## src/dior_map.vh

```
// Constants for the dual interrupt output router: register offsets,
// mask field positions, reset values and tick pulse timing.
// Assumes a 100 MHz clk and an 8-bit register port inside the device.
//
// Summary of operation
// - Clearing the tick flag during a tick pulse ends the pulse one clock after the flag drops.
// - Watchdog interrupt is gated by its enable and follows its flag as a level.
// - Watchdog source never produces a pulse.
// - Watchdog output releases one clock after its flag returns to zero.
// - Alarm source, when enabled and unmasked, follows the alarm flag as a level.
// - Each timestamp channel has its own enable and drives a level from its flag.
// - Switch-over source, when enabled and unmasked, follows its flag as a level.
// - Low-battery interrupt ends only when its flag drops, its enable clears or the pin's mask bit is set.
// - Low-battery flag is read only; host writes never clear it.
// - First mask register bits 5..0: minute, second, watchdog, alarm, switch-over, low battery.
// - Second mask register bits 3..0 mask timestamp channels 1 to 4.
// - Unused upper mask bits always read as zero.
// - Registers 31h/32h serve pin A, 33h/34h serve pin B.
// - A mask bit of one blocks its source from that pin only.
// - Tick pulse lasts one period of an internal 64 Hz clock.
// - Pulse select chooses tick pulse or level held until flag is cleared.
// - Both pins are open-drain, active low, released when all sources disabled.
// - Minute enable alone ticks per minute; second enable ticks per second; neither never.
`ifndef DIOR_MAP_VH
`define DIOR_MAP_VH

`define DIOR_ADDR_A_SRC     8'h31
`define DIOR_ADDR_A_STAMP   8'h32
`define DIOR_ADDR_B_SRC     8'h33
`define DIOR_ADDR_B_STAMP   8'h34

`define DIOR_SRC_W          6
`define DIOR_STAMP_W        4
`define DIOR_SRC_RST        6'h3F
`define DIOR_STAMP_RST      4'hF

`define DIOR_BIT_MIN        5
`define DIOR_BIT_SEC        4
`define DIOR_BIT_WDT        3
`define DIOR_BIT_ALM        2
`define DIOR_BIT_SWO        1
`define DIOR_BIT_LOWB       0

`define DIOR_CLK_HZ         100000000
`define DIOR_PULSE_HZ       64
`define DIOR_PULSE_CYC      (`DIOR_CLK_HZ / `DIOR_PULSE_HZ)
`define DIOR_CNT_W          21

`endif

```

## src/dior_mask_reg.v

```verilog
// One mask register pair for one interrupt pin.
// Assumes the register port write strobe is a one-cycle pulse.
`default_nettype none
`include "dior_map.vh"
module dior_mask_reg #(
    parameter [7:0] ADDR_SRC   = `DIOR_ADDR_A_SRC,
    parameter [7:0] ADDR_STAMP = `DIOR_ADDR_A_STAMP
) (
    input  wire                      clk,
    input  wire                      rst,
    input  wire                      wr_en,
    input  wire [7:0]                addr,
    input  wire [7:0]                wdata,
    output reg  [`DIOR_SRC_W-1:0]    src_mask_r,
    output reg  [`DIOR_STAMP_W-1:0]  stamp_mask_r,
    output reg                       hit,
    output reg  [7:0]                rdata
);
    always @(posedge clk) begin
        if (rst) begin
            src_mask_r   <= `DIOR_SRC_RST;
            stamp_mask_r <= `DIOR_STAMP_RST;
        end else if (wr_en && addr == ADDR_SRC) begin
            src_mask_r   <= wdata[`DIOR_SRC_W-1:0];
        end else if (wr_en && addr == ADDR_STAMP) begin
            stamp_mask_r <= wdata[`DIOR_STAMP_W-1:0];
        end
    end

    always @* begin
        hit   = 1'b1;
        rdata = 8'h00;
        if (addr == ADDR_SRC)
            rdata = {2'h0, src_mask_r};
        else if (addr == ADDR_STAMP)
            rdata = {4'h0, stamp_mask_r};
        else
            hit = 1'b0;
    end
endmodule // dior_mask_reg
`default_nettype wire

```

## src/dior_tick_pulse.v

```verilog
// Tick pulse shaper: one 64 Hz period long, cut short when the flag clears.
// Assumes tick_set is a one-cycle pulse that also sets the tick flag.
`default_nettype none
`include "dior_map.vh"
module dior_tick_pulse (
    input  wire clk,
    input  wire rst,
    input  wire tick_set,
    input  wire tick_flag,
    output reg  pulse_r
);
    localparam integer           PULSE_LAST_I = `DIOR_PULSE_CYC - 1;
    localparam [`DIOR_CNT_W-1:0] PULSE_LAST   = PULSE_LAST_I[`DIOR_CNT_W-1:0];
    reg [`DIOR_CNT_W-1:0] cnt_r;

    always @(posedge clk) begin
        if (rst) begin
            pulse_r <= 1'b0;
            cnt_r   <= {`DIOR_CNT_W{1'b0}};
        end else if (tick_set) begin
            pulse_r <= 1'b1;
            cnt_r   <= {`DIOR_CNT_W{1'b0}};
        end else if (pulse_r) begin
            // Flag cleared mid-pulse ends it early
            if (!tick_flag || cnt_r == PULSE_LAST)
                pulse_r <= 1'b0;
            cnt_r <= cnt_r + 1'b1;
        end
    end
endmodule // dior_tick_pulse
`default_nettype wire

```

## src/dior_router.v

```verilog
// Dual interrupt output router: flags, enables and two mask pairs drive
// two open-drain active-low interrupt pins.
// Assumes flags come from their own logic, except the tick flag kept here;
// register port is the device's internal 8-bit port, one-cycle write strobe.
`default_nettype none
`include "dior_map.vh"
module dior_router (
    input  wire        clk,
    input  wire        rst,
    input  wire        reg_wr,
    input  wire [7:0]  reg_addr,
    input  wire [7:0]  reg_wdata,
    output reg  [7:0]  reg_rdata,
    output reg         reg_hit,
    input  wire        minute_inc,
    input  wire        second_inc,
    input  wire        sixty_second_tick_enable,
    input  wire        one_second_tick_enable,
    input  wire        tick_flag_clear,
    input  wire        tick_pulse_select,
    input  wire        watchdog_irq_enable,
    input  wire        watchdog_flag,
    input  wire        alarm_irq_enable,
    input  wire        alarm_flag,
    input  wire [3:0]  stamp_irq_enables,
    input  wire [3:0]  stamp_flags,
    input  wire        switchover_irq_enable,
    input  wire        switchover_flag,
    input  wire        low_battery_irq_enable,
    input  wire        low_battery_flag,
    output reg         tick_flag,
    output reg         irq_out_a_o,
    output reg         irq_out_a_oe,
    output reg         irq_out_b_o,
    output reg         irq_out_b_oe
);
    wire [`DIOR_SRC_W-1:0]   a_src;
    wire [`DIOR_SRC_W-1:0]   b_src;
    wire [`DIOR_STAMP_W-1:0] a_stamp;
    wire [`DIOR_STAMP_W-1:0] b_stamp;
    wire [7:0]               a_rdata;
    wire [7:0]               b_rdata;
    wire                     a_hit;
    wire                     b_hit;
    wire                     pulse;
    reg                      tick_set;
    reg                      tick_min_act;
    reg                      tick_sec_act;
    reg  [`DIOR_SRC_W-1:0]   src_act;
    reg                      req_a;
    reg                      req_b;

    // Pin A pair at the lower addresses, pin B at the next two
    dior_mask_reg #(
        .ADDR_SRC   (`DIOR_ADDR_A_SRC),
        .ADDR_STAMP (`DIOR_ADDR_A_STAMP)
    ) u_mask_a (
        .clk          (clk),
        .rst          (rst),
        .wr_en        (reg_wr),
        .addr         (reg_addr),
        .wdata        (reg_wdata),
        .src_mask_r   (a_src),
        .stamp_mask_r (a_stamp),
        .hit          (a_hit),
        .rdata        (a_rdata)
    );

    dior_mask_reg #(
        .ADDR_SRC   (`DIOR_ADDR_B_SRC),
        .ADDR_STAMP (`DIOR_ADDR_B_STAMP)
    ) u_mask_b (
        .clk          (clk),
        .rst          (rst),
        .wr_en        (reg_wr),
        .addr         (reg_addr),
        .wdata        (reg_wdata),
        .src_mask_r   (b_src),
        .stamp_mask_r (b_stamp),
        .hit          (b_hit),
        .rdata        (b_rdata)
    );

    // Registered read answer; unmapped addresses read zero
    always @(posedge clk) begin
        if (rst) begin
            reg_rdata <= 8'h00;
            reg_hit   <= 1'b0;
        end else begin
            reg_rdata <= a_rdata | b_rdata;
            reg_hit   <= a_hit | b_hit;
        end
    end

    // Second enable wins over minute enable; neither means no tick
    always @* begin
        if (one_second_tick_enable)
            tick_set = second_inc;
        else if (sixty_second_tick_enable)
            tick_set = minute_inc;
        else
            tick_set = 1'b0;
    end

    // Set wins over a clear arriving in the same cycle
    always @(posedge clk) begin
        if (rst)
            tick_flag <= 1'b0;
        else if (tick_set)
            tick_flag <= 1'b1;
        else if (tick_flag_clear)
            tick_flag <= 1'b0;
    end

    dior_tick_pulse u_pulse (
        .clk       (clk),
        .rst       (rst),
        .tick_set  (tick_set),
        .tick_flag (tick_flag),
        .pulse_r   (pulse)
    );

    // The tick belongs to the minute or second mask by which timer is live
    always @* begin
        tick_min_act = 1'b0;
        tick_sec_act = 1'b0;
        if (tick_pulse_select) begin
            tick_min_act = pulse && !one_second_tick_enable && sixty_second_tick_enable;
            tick_sec_act = pulse && one_second_tick_enable;
        end else begin
            tick_min_act = tick_flag && !one_second_tick_enable && sixty_second_tick_enable;
            tick_sec_act = tick_flag && one_second_tick_enable;
        end
        src_act                 = {`DIOR_SRC_W{1'b0}};
        src_act[`DIOR_BIT_MIN]  = tick_min_act;
        src_act[`DIOR_BIT_SEC]  = tick_sec_act;
        src_act[`DIOR_BIT_WDT]  = watchdog_irq_enable && watchdog_flag;
        src_act[`DIOR_BIT_ALM]  = alarm_irq_enable && alarm_flag;
        src_act[`DIOR_BIT_SWO]  = switchover_irq_enable && switchover_flag;
        // Flag has no clear path here: only the detector drops it
        src_act[`DIOR_BIT_LOWB] = low_battery_irq_enable && low_battery_flag;
    end

    always @* begin
        req_a = |(src_act & ~a_src) | |(stamp_irq_enables & stamp_flags & ~a_stamp);
        req_b = |(src_act & ~b_src) | |(stamp_irq_enables & stamp_flags & ~b_stamp);
    end

    // Open drain: output data is always low, only the enable moves
    always @(posedge clk) begin
        if (rst) begin
            irq_out_a_o  <= 1'b0;
            irq_out_a_oe <= 1'b0;
            irq_out_b_o  <= 1'b0;
            irq_out_b_oe <= 1'b0;
        end else begin
            irq_out_a_o  <= 1'b0;
            irq_out_a_oe <= req_a;
            irq_out_b_o  <= 1'b0;
            irq_out_b_oe <= req_b;
        end
    end
endmodule // dior_router
`default_nettype wire

```

## config.mk

```make
export PLATFORM = sky130hd
export DESIGN_NAME = dior_router
export DESIGN_NICKNAME = d
export VERILOG_FILES = /design/src/dior_mask_reg.v /design/src/dior_tick_pulse.v /design/src/dior_router.v
export VERILOG_INCLUDE_DIRS = /design/src
export SDC_FILE = /design/constraint.sdc
export NUM_CORES = 1
export LEC_CHECK = 0
export ABC_AREA = 0
export BUFFER_PORTS_ARGS = -buffer_cell sky130_fd_sc_hd__buf_4
export CAP_MARGIN = 20
export CORE_UTILIZATION = 55
export DETAILED_ROUTE_END_ITERATION = 16
export GPL_ROUTABILITY_DRIVEN = 0
export GPL_TIMING_DRIVEN = 0
export PLACE_DENSITY_LB_ADDON = 0.1
export SYNTH_ARGS = -nofsm -noshare
export SYNTH_HDL_FRONTEND = slang
export SYNTH_SLANG_ARGS = --single-unit
export TNS_END_PERCENT = 50
```

## constraint.sdc

```tcl
create_clock -name clk -period 3.96 [get_ports clk]
set_input_delay 0.792 -clock clk [delete_from_list [all_inputs] [get_ports clk]]
set_output_delay 0.792 -clock clk [all_outputs]
set_load 0.005 [all_outputs]
```

==> run summary <==
• **Hold Fails Final Rpt** 0
• **Max stage delay cell, worst path** sky130_fd_sc_hd__nor4b_1
• **overall routed net length** 5450 microns
• **Netlist cell types** 42
• **Final #Nets** 372
• **hold buffer count at CTS** 0
• **upper clock frequency limit** 407 MHz
• **worst rel slew slack** 38.7%
• **row cnt** 23
• **Worst EP arrival** 2.65 ns
• **first-pass iteration count of the detailed router** 5
• **worst clock skew** 0.00468 ns
• **fin crit period** 2.45 ns
• **CTS tree** done
• **antenna-violating nets left** 0
• **run status** finished, final reports clean
• **number of stages on the worst setup path** 5
• **sequential-to-total area share from yosys stat** 44.0%
• **yosys synthesis warning count** 0
• **Synth Flop Type** sky130_fd_sc_hd__dfxtp_1
• **maximum capacitance violations** 0
• **number of I/O port buffers** 47
• **area of the die** 4570 sq um
• **routed length per placed instance** 14.3 microns
• **Final setup viols** 0
• **DR vias** 2209
• **detail-routed via count per cell** 5.80
• **critical path cell sequence** buf_4 > nor4b_1 > nand3_1 > clkbuf_1 > a211o_1
• **Crit path max-delay family** simple AND/OR/NAND/NOR gates
• **number of cells on the worst hold path** 2
• **setup TNS** 0 ns
• **critical path's largest stage delay** 0.80 ns
• **category of the most critical setup path** in -> reg
• **total clock buffers created by CTS** 5
• **initial detailed-routing violation count** 167
• **Mapped Avg Cell Area** 8.67 sq um
• **portion of synthesized cell area occupied by the leading cell type** 44.0%
• **number of enable flip-flop cells after synthesis** 0
• **share of the clock period used by the worst path** 62.0%
• **Yosys top cell by area** sky130_fd_sc_hd__dfxtp_1
• **starting density of the core** 58.3%
• **number of setup buffers added after CTS** 0
• **# H-tree levels** 2
• **CTS Root Cell** sky130_fd_sc_hd__clkbuf_8
• **Worst Setup End Kind** flop
• **sequential standard cell area** 1040 sq um
• **first-pass GRT wire length** 8780 microns
• **cells after synthesis** 273
• **signed area change from the synthesized netlist to the final layout** 22.7%
• **launching element type of the critical path** primary input
• **total gr overflow** 0
• **width of the die** 67.6 microns
• **via count of the first global-routing pass** 1896
• **top cells by area in the synthesized netlist** sky130_fd_sc_hd__dfxtp_1, sky130_fd_sc_hd__nor2_1, sky130_fd_sc_hd__a211o_1
• **HPWL after detailed placement** 4090 microns
• **setup repair after global routing missed its margin** no
• **Crit path required time** 4.16 ns
• **I/O pin count** 55
• **flop and latch count out of synthesis** 52
• **total DRC errors in the routed layout** 0
• **PD cells** 334 nW/um^2
• **clock-pin slew reported for the worst setup and hold paths after clock tree synthesis** 0.09 ns
• **area occupied by multi-input gates** 1230 sq um
• **post-cts sizing count** 0
• **fin. max-slew vios** 0
• **R2R depth** 5
• **Leak** 0.00110 uW
• **Hold Slack** 0.487 ns
• **class of the most critical hold timing path** reg -> reg
• **synthesized cell area** 2370 sq um
• **share of flip-flops with an asynchronous set or reset** 0%
• **core utilization of the finished layout** 71.6%
• **number of buffers and inverters on the critical path** 2
• **maximum vdd ir drop** 0.293 mV
• **slew at the pin closest to its max-slew limit** 0.907 ns
• **core area** 4060 sq um
• **pin count of the biggest net entering global routing** 17
• **Tot GR Track Use** 25.8%
• **largest fanout on the critical path** 10
• **worst-case clock buffer depth** 2
• **antenna violations before repair** 0
• **filler cell count in the final layout** 330
• **number of clock sinks** 52
• **die outline height** 67.6 microns
• **clock latency of the later-clocked register in the worst-skew pair** 0.30 ns
• **share of cells above drive strength 1** 20.8%
• **number of diodes** 0
worst min-delay path, cell delays in order, from the launching register on:
cell                      delay, ns
sky130_fd_sc_hd__dfxtp_1       0.33
sky130_fd_sc_hd__nand2_1       0.06
sky130_fd_sc_hd__mux2i_1       0.05
logic make-up after synthesis:
kind of cell,after synthesis,synth area share [%]
compound gates,59,18.1
xor+xnor,13,4.81
fa+ha+maj,1,0.528
buf+inv,23,4.44
flops,52,44.0
mux,3,1.32
other cells,1,0.158
simple gates,121,26.6
cell usage in the layout (no fill, tap or decap), drive strengths merged, types with 8 or more instances in the layout:
cell | synthesis | layout
a211o | 20 | 20
nand4 | 8 | 8
a21oi | 9 | 9
buf | 6 | 53
dfxtp | 52 | 52
clkbuf | 8 | 14
o21ai | 8 | 8
nand2 | 18 | 18
o22ai | 8 | 8
xnor2 | 8 | 8
nor2 | 47 | 47
inv | 9 | 10
report_power, final:
group | leakage [uW] | switching (uW) | internal, uW
registers | 0.000420 | 2.22 | 525
clock network | 0.0000558 | 171 | 191
logic | 0.000628 | 37.9 | 44.2
total | 0.00110 | 211 | 761
routing by layer:
| metal | up-vias | GRT usage (%) | share of wire (%) |
|---|---|---|---|
| met5 | - | 0 | 0 |
| met4 | 0 | 7.45 | 1.3 |
| met3 | 10 | 5.07 | 8.1 |
| met2 | 96 | 37.5 | 42 |
| met1 | 1003 | 38.0 | 49 |
| li1 | 1100 | - | - |
cell type report:
cell class / count / area share [%]
Buffer: 14 / 2.45
Clock buffer: 6 / 2.50
Clock inverter: 2 / 1.34
Inverter: 9 / 1.16
Multi-Input combinational cell: 201 / 42.4
Sequential cell: 52 / 35.8
Tap cell: 50 / 2.15
Timing Repair Buffer: 47 / 12.1
synth_stat cells (2+ instances only):
cell / n
sky130_fd_sc_hd__dfxtp_1: 52
sky130_fd_sc_hd__nor2_1: 47
sky130_fd_sc_hd__a211o_1: 20
sky130_fd_sc_hd__nand2_1: 18
sky130_fd_sc_hd__a21oi_1: 9
sky130_fd_sc_hd__inv_1: 9
sky130_fd_sc_hd__o21ai_0: 8
sky130_fd_sc_hd__o22ai_1: 8
sky130_fd_sc_hd__xnor2_1: 8
sky130_fd_sc_hd__clkbuf_1: 7
sky130_fd_sc_hd__nand3_1: 7
sky130_fd_sc_hd__nand4_1: 7
sky130_fd_sc_hd__nor3_1: 7
sky130_fd_sc_hd__nor2b_1: 6
sky130_fd_sc_hd__or3_1: 5
sky130_fd_sc_hd__xor2_1: 5
sky130_fd_sc_hd__a222oi_1: 4
sky130_fd_sc_hd__a22o_1: 4
sky130_fd_sc_hd__buf_4: 4
sky130_fd_sc_hd__nand2b_1: 3
sky130_fd_sc_hd__nor4_1: 3
sky130_fd_sc_hd__nor4b_1: 3
sky130_fd_sc_hd__a22oi_1: 2
sky130_fd_sc_hd__a31oi_1: 2
sky130_fd_sc_hd__and3_1: 2
sky130_fd_sc_hd__and4bb_2: 2
sky130_fd_sc_hd__buf_2: 2
sky130_fd_sc_hd__mux2i_1: 2
sky130_fd_sc_hd__nor3b_1: 2
sky130_fd_sc_hd__or3_2: 2
sky130_fd_sc_hd__or4_1: 2
worst paths after layout:
path	to	from	slack, ns
worst max-delay path	u_mask_a.src_mask_r[1]	reg_addr[1]	1.51
worst min-delay path	u_pulse.cnt_r[20]	u_pulse.cnt_r[20]	0.49
worst max register to register	u_pulse.cnt_r[18]	u_pulse.cnt_r[0]	1.83
worst min register to register	u_pulse.cnt_r[20]	u_pulse.cnt_r[20]	0.49
flip-flops by register name (all words and copies together) (netlist names):
name,flops
u_pulse.cnt_r,21
u_mask_b.stamp_mask_r,4
irq_out_b_oe,1
tick_flag,1
reg_hit,1
u_mask_b.src_mask_r,6
u_mask_a.src_mask_r,6
u_pulse.pulse_r,1
reg_rdata,6
irq_out_a_oe,1
u_mask_a.stamp_mask_r,4
stage by stage:
stage | std cells | worst slack, ns | total power [uW] | cell area (sq um)
2_1_floorplan | 276 | 1.79 | 579 | 2380
3_3_place_gp | 373 | 1.30 | 620 | 2790
3_5_place_dp | 373 | 1.26 | 621 | 2790
4_1_cts | 381 | 1.58 | 979 | 2910
5_1_grt | 381 | 1.37 | 1010 | 2910
6_report | 381 | 1.51 | 972 | 2910
No activity file was read; power rests on OpenSTA's default activity.
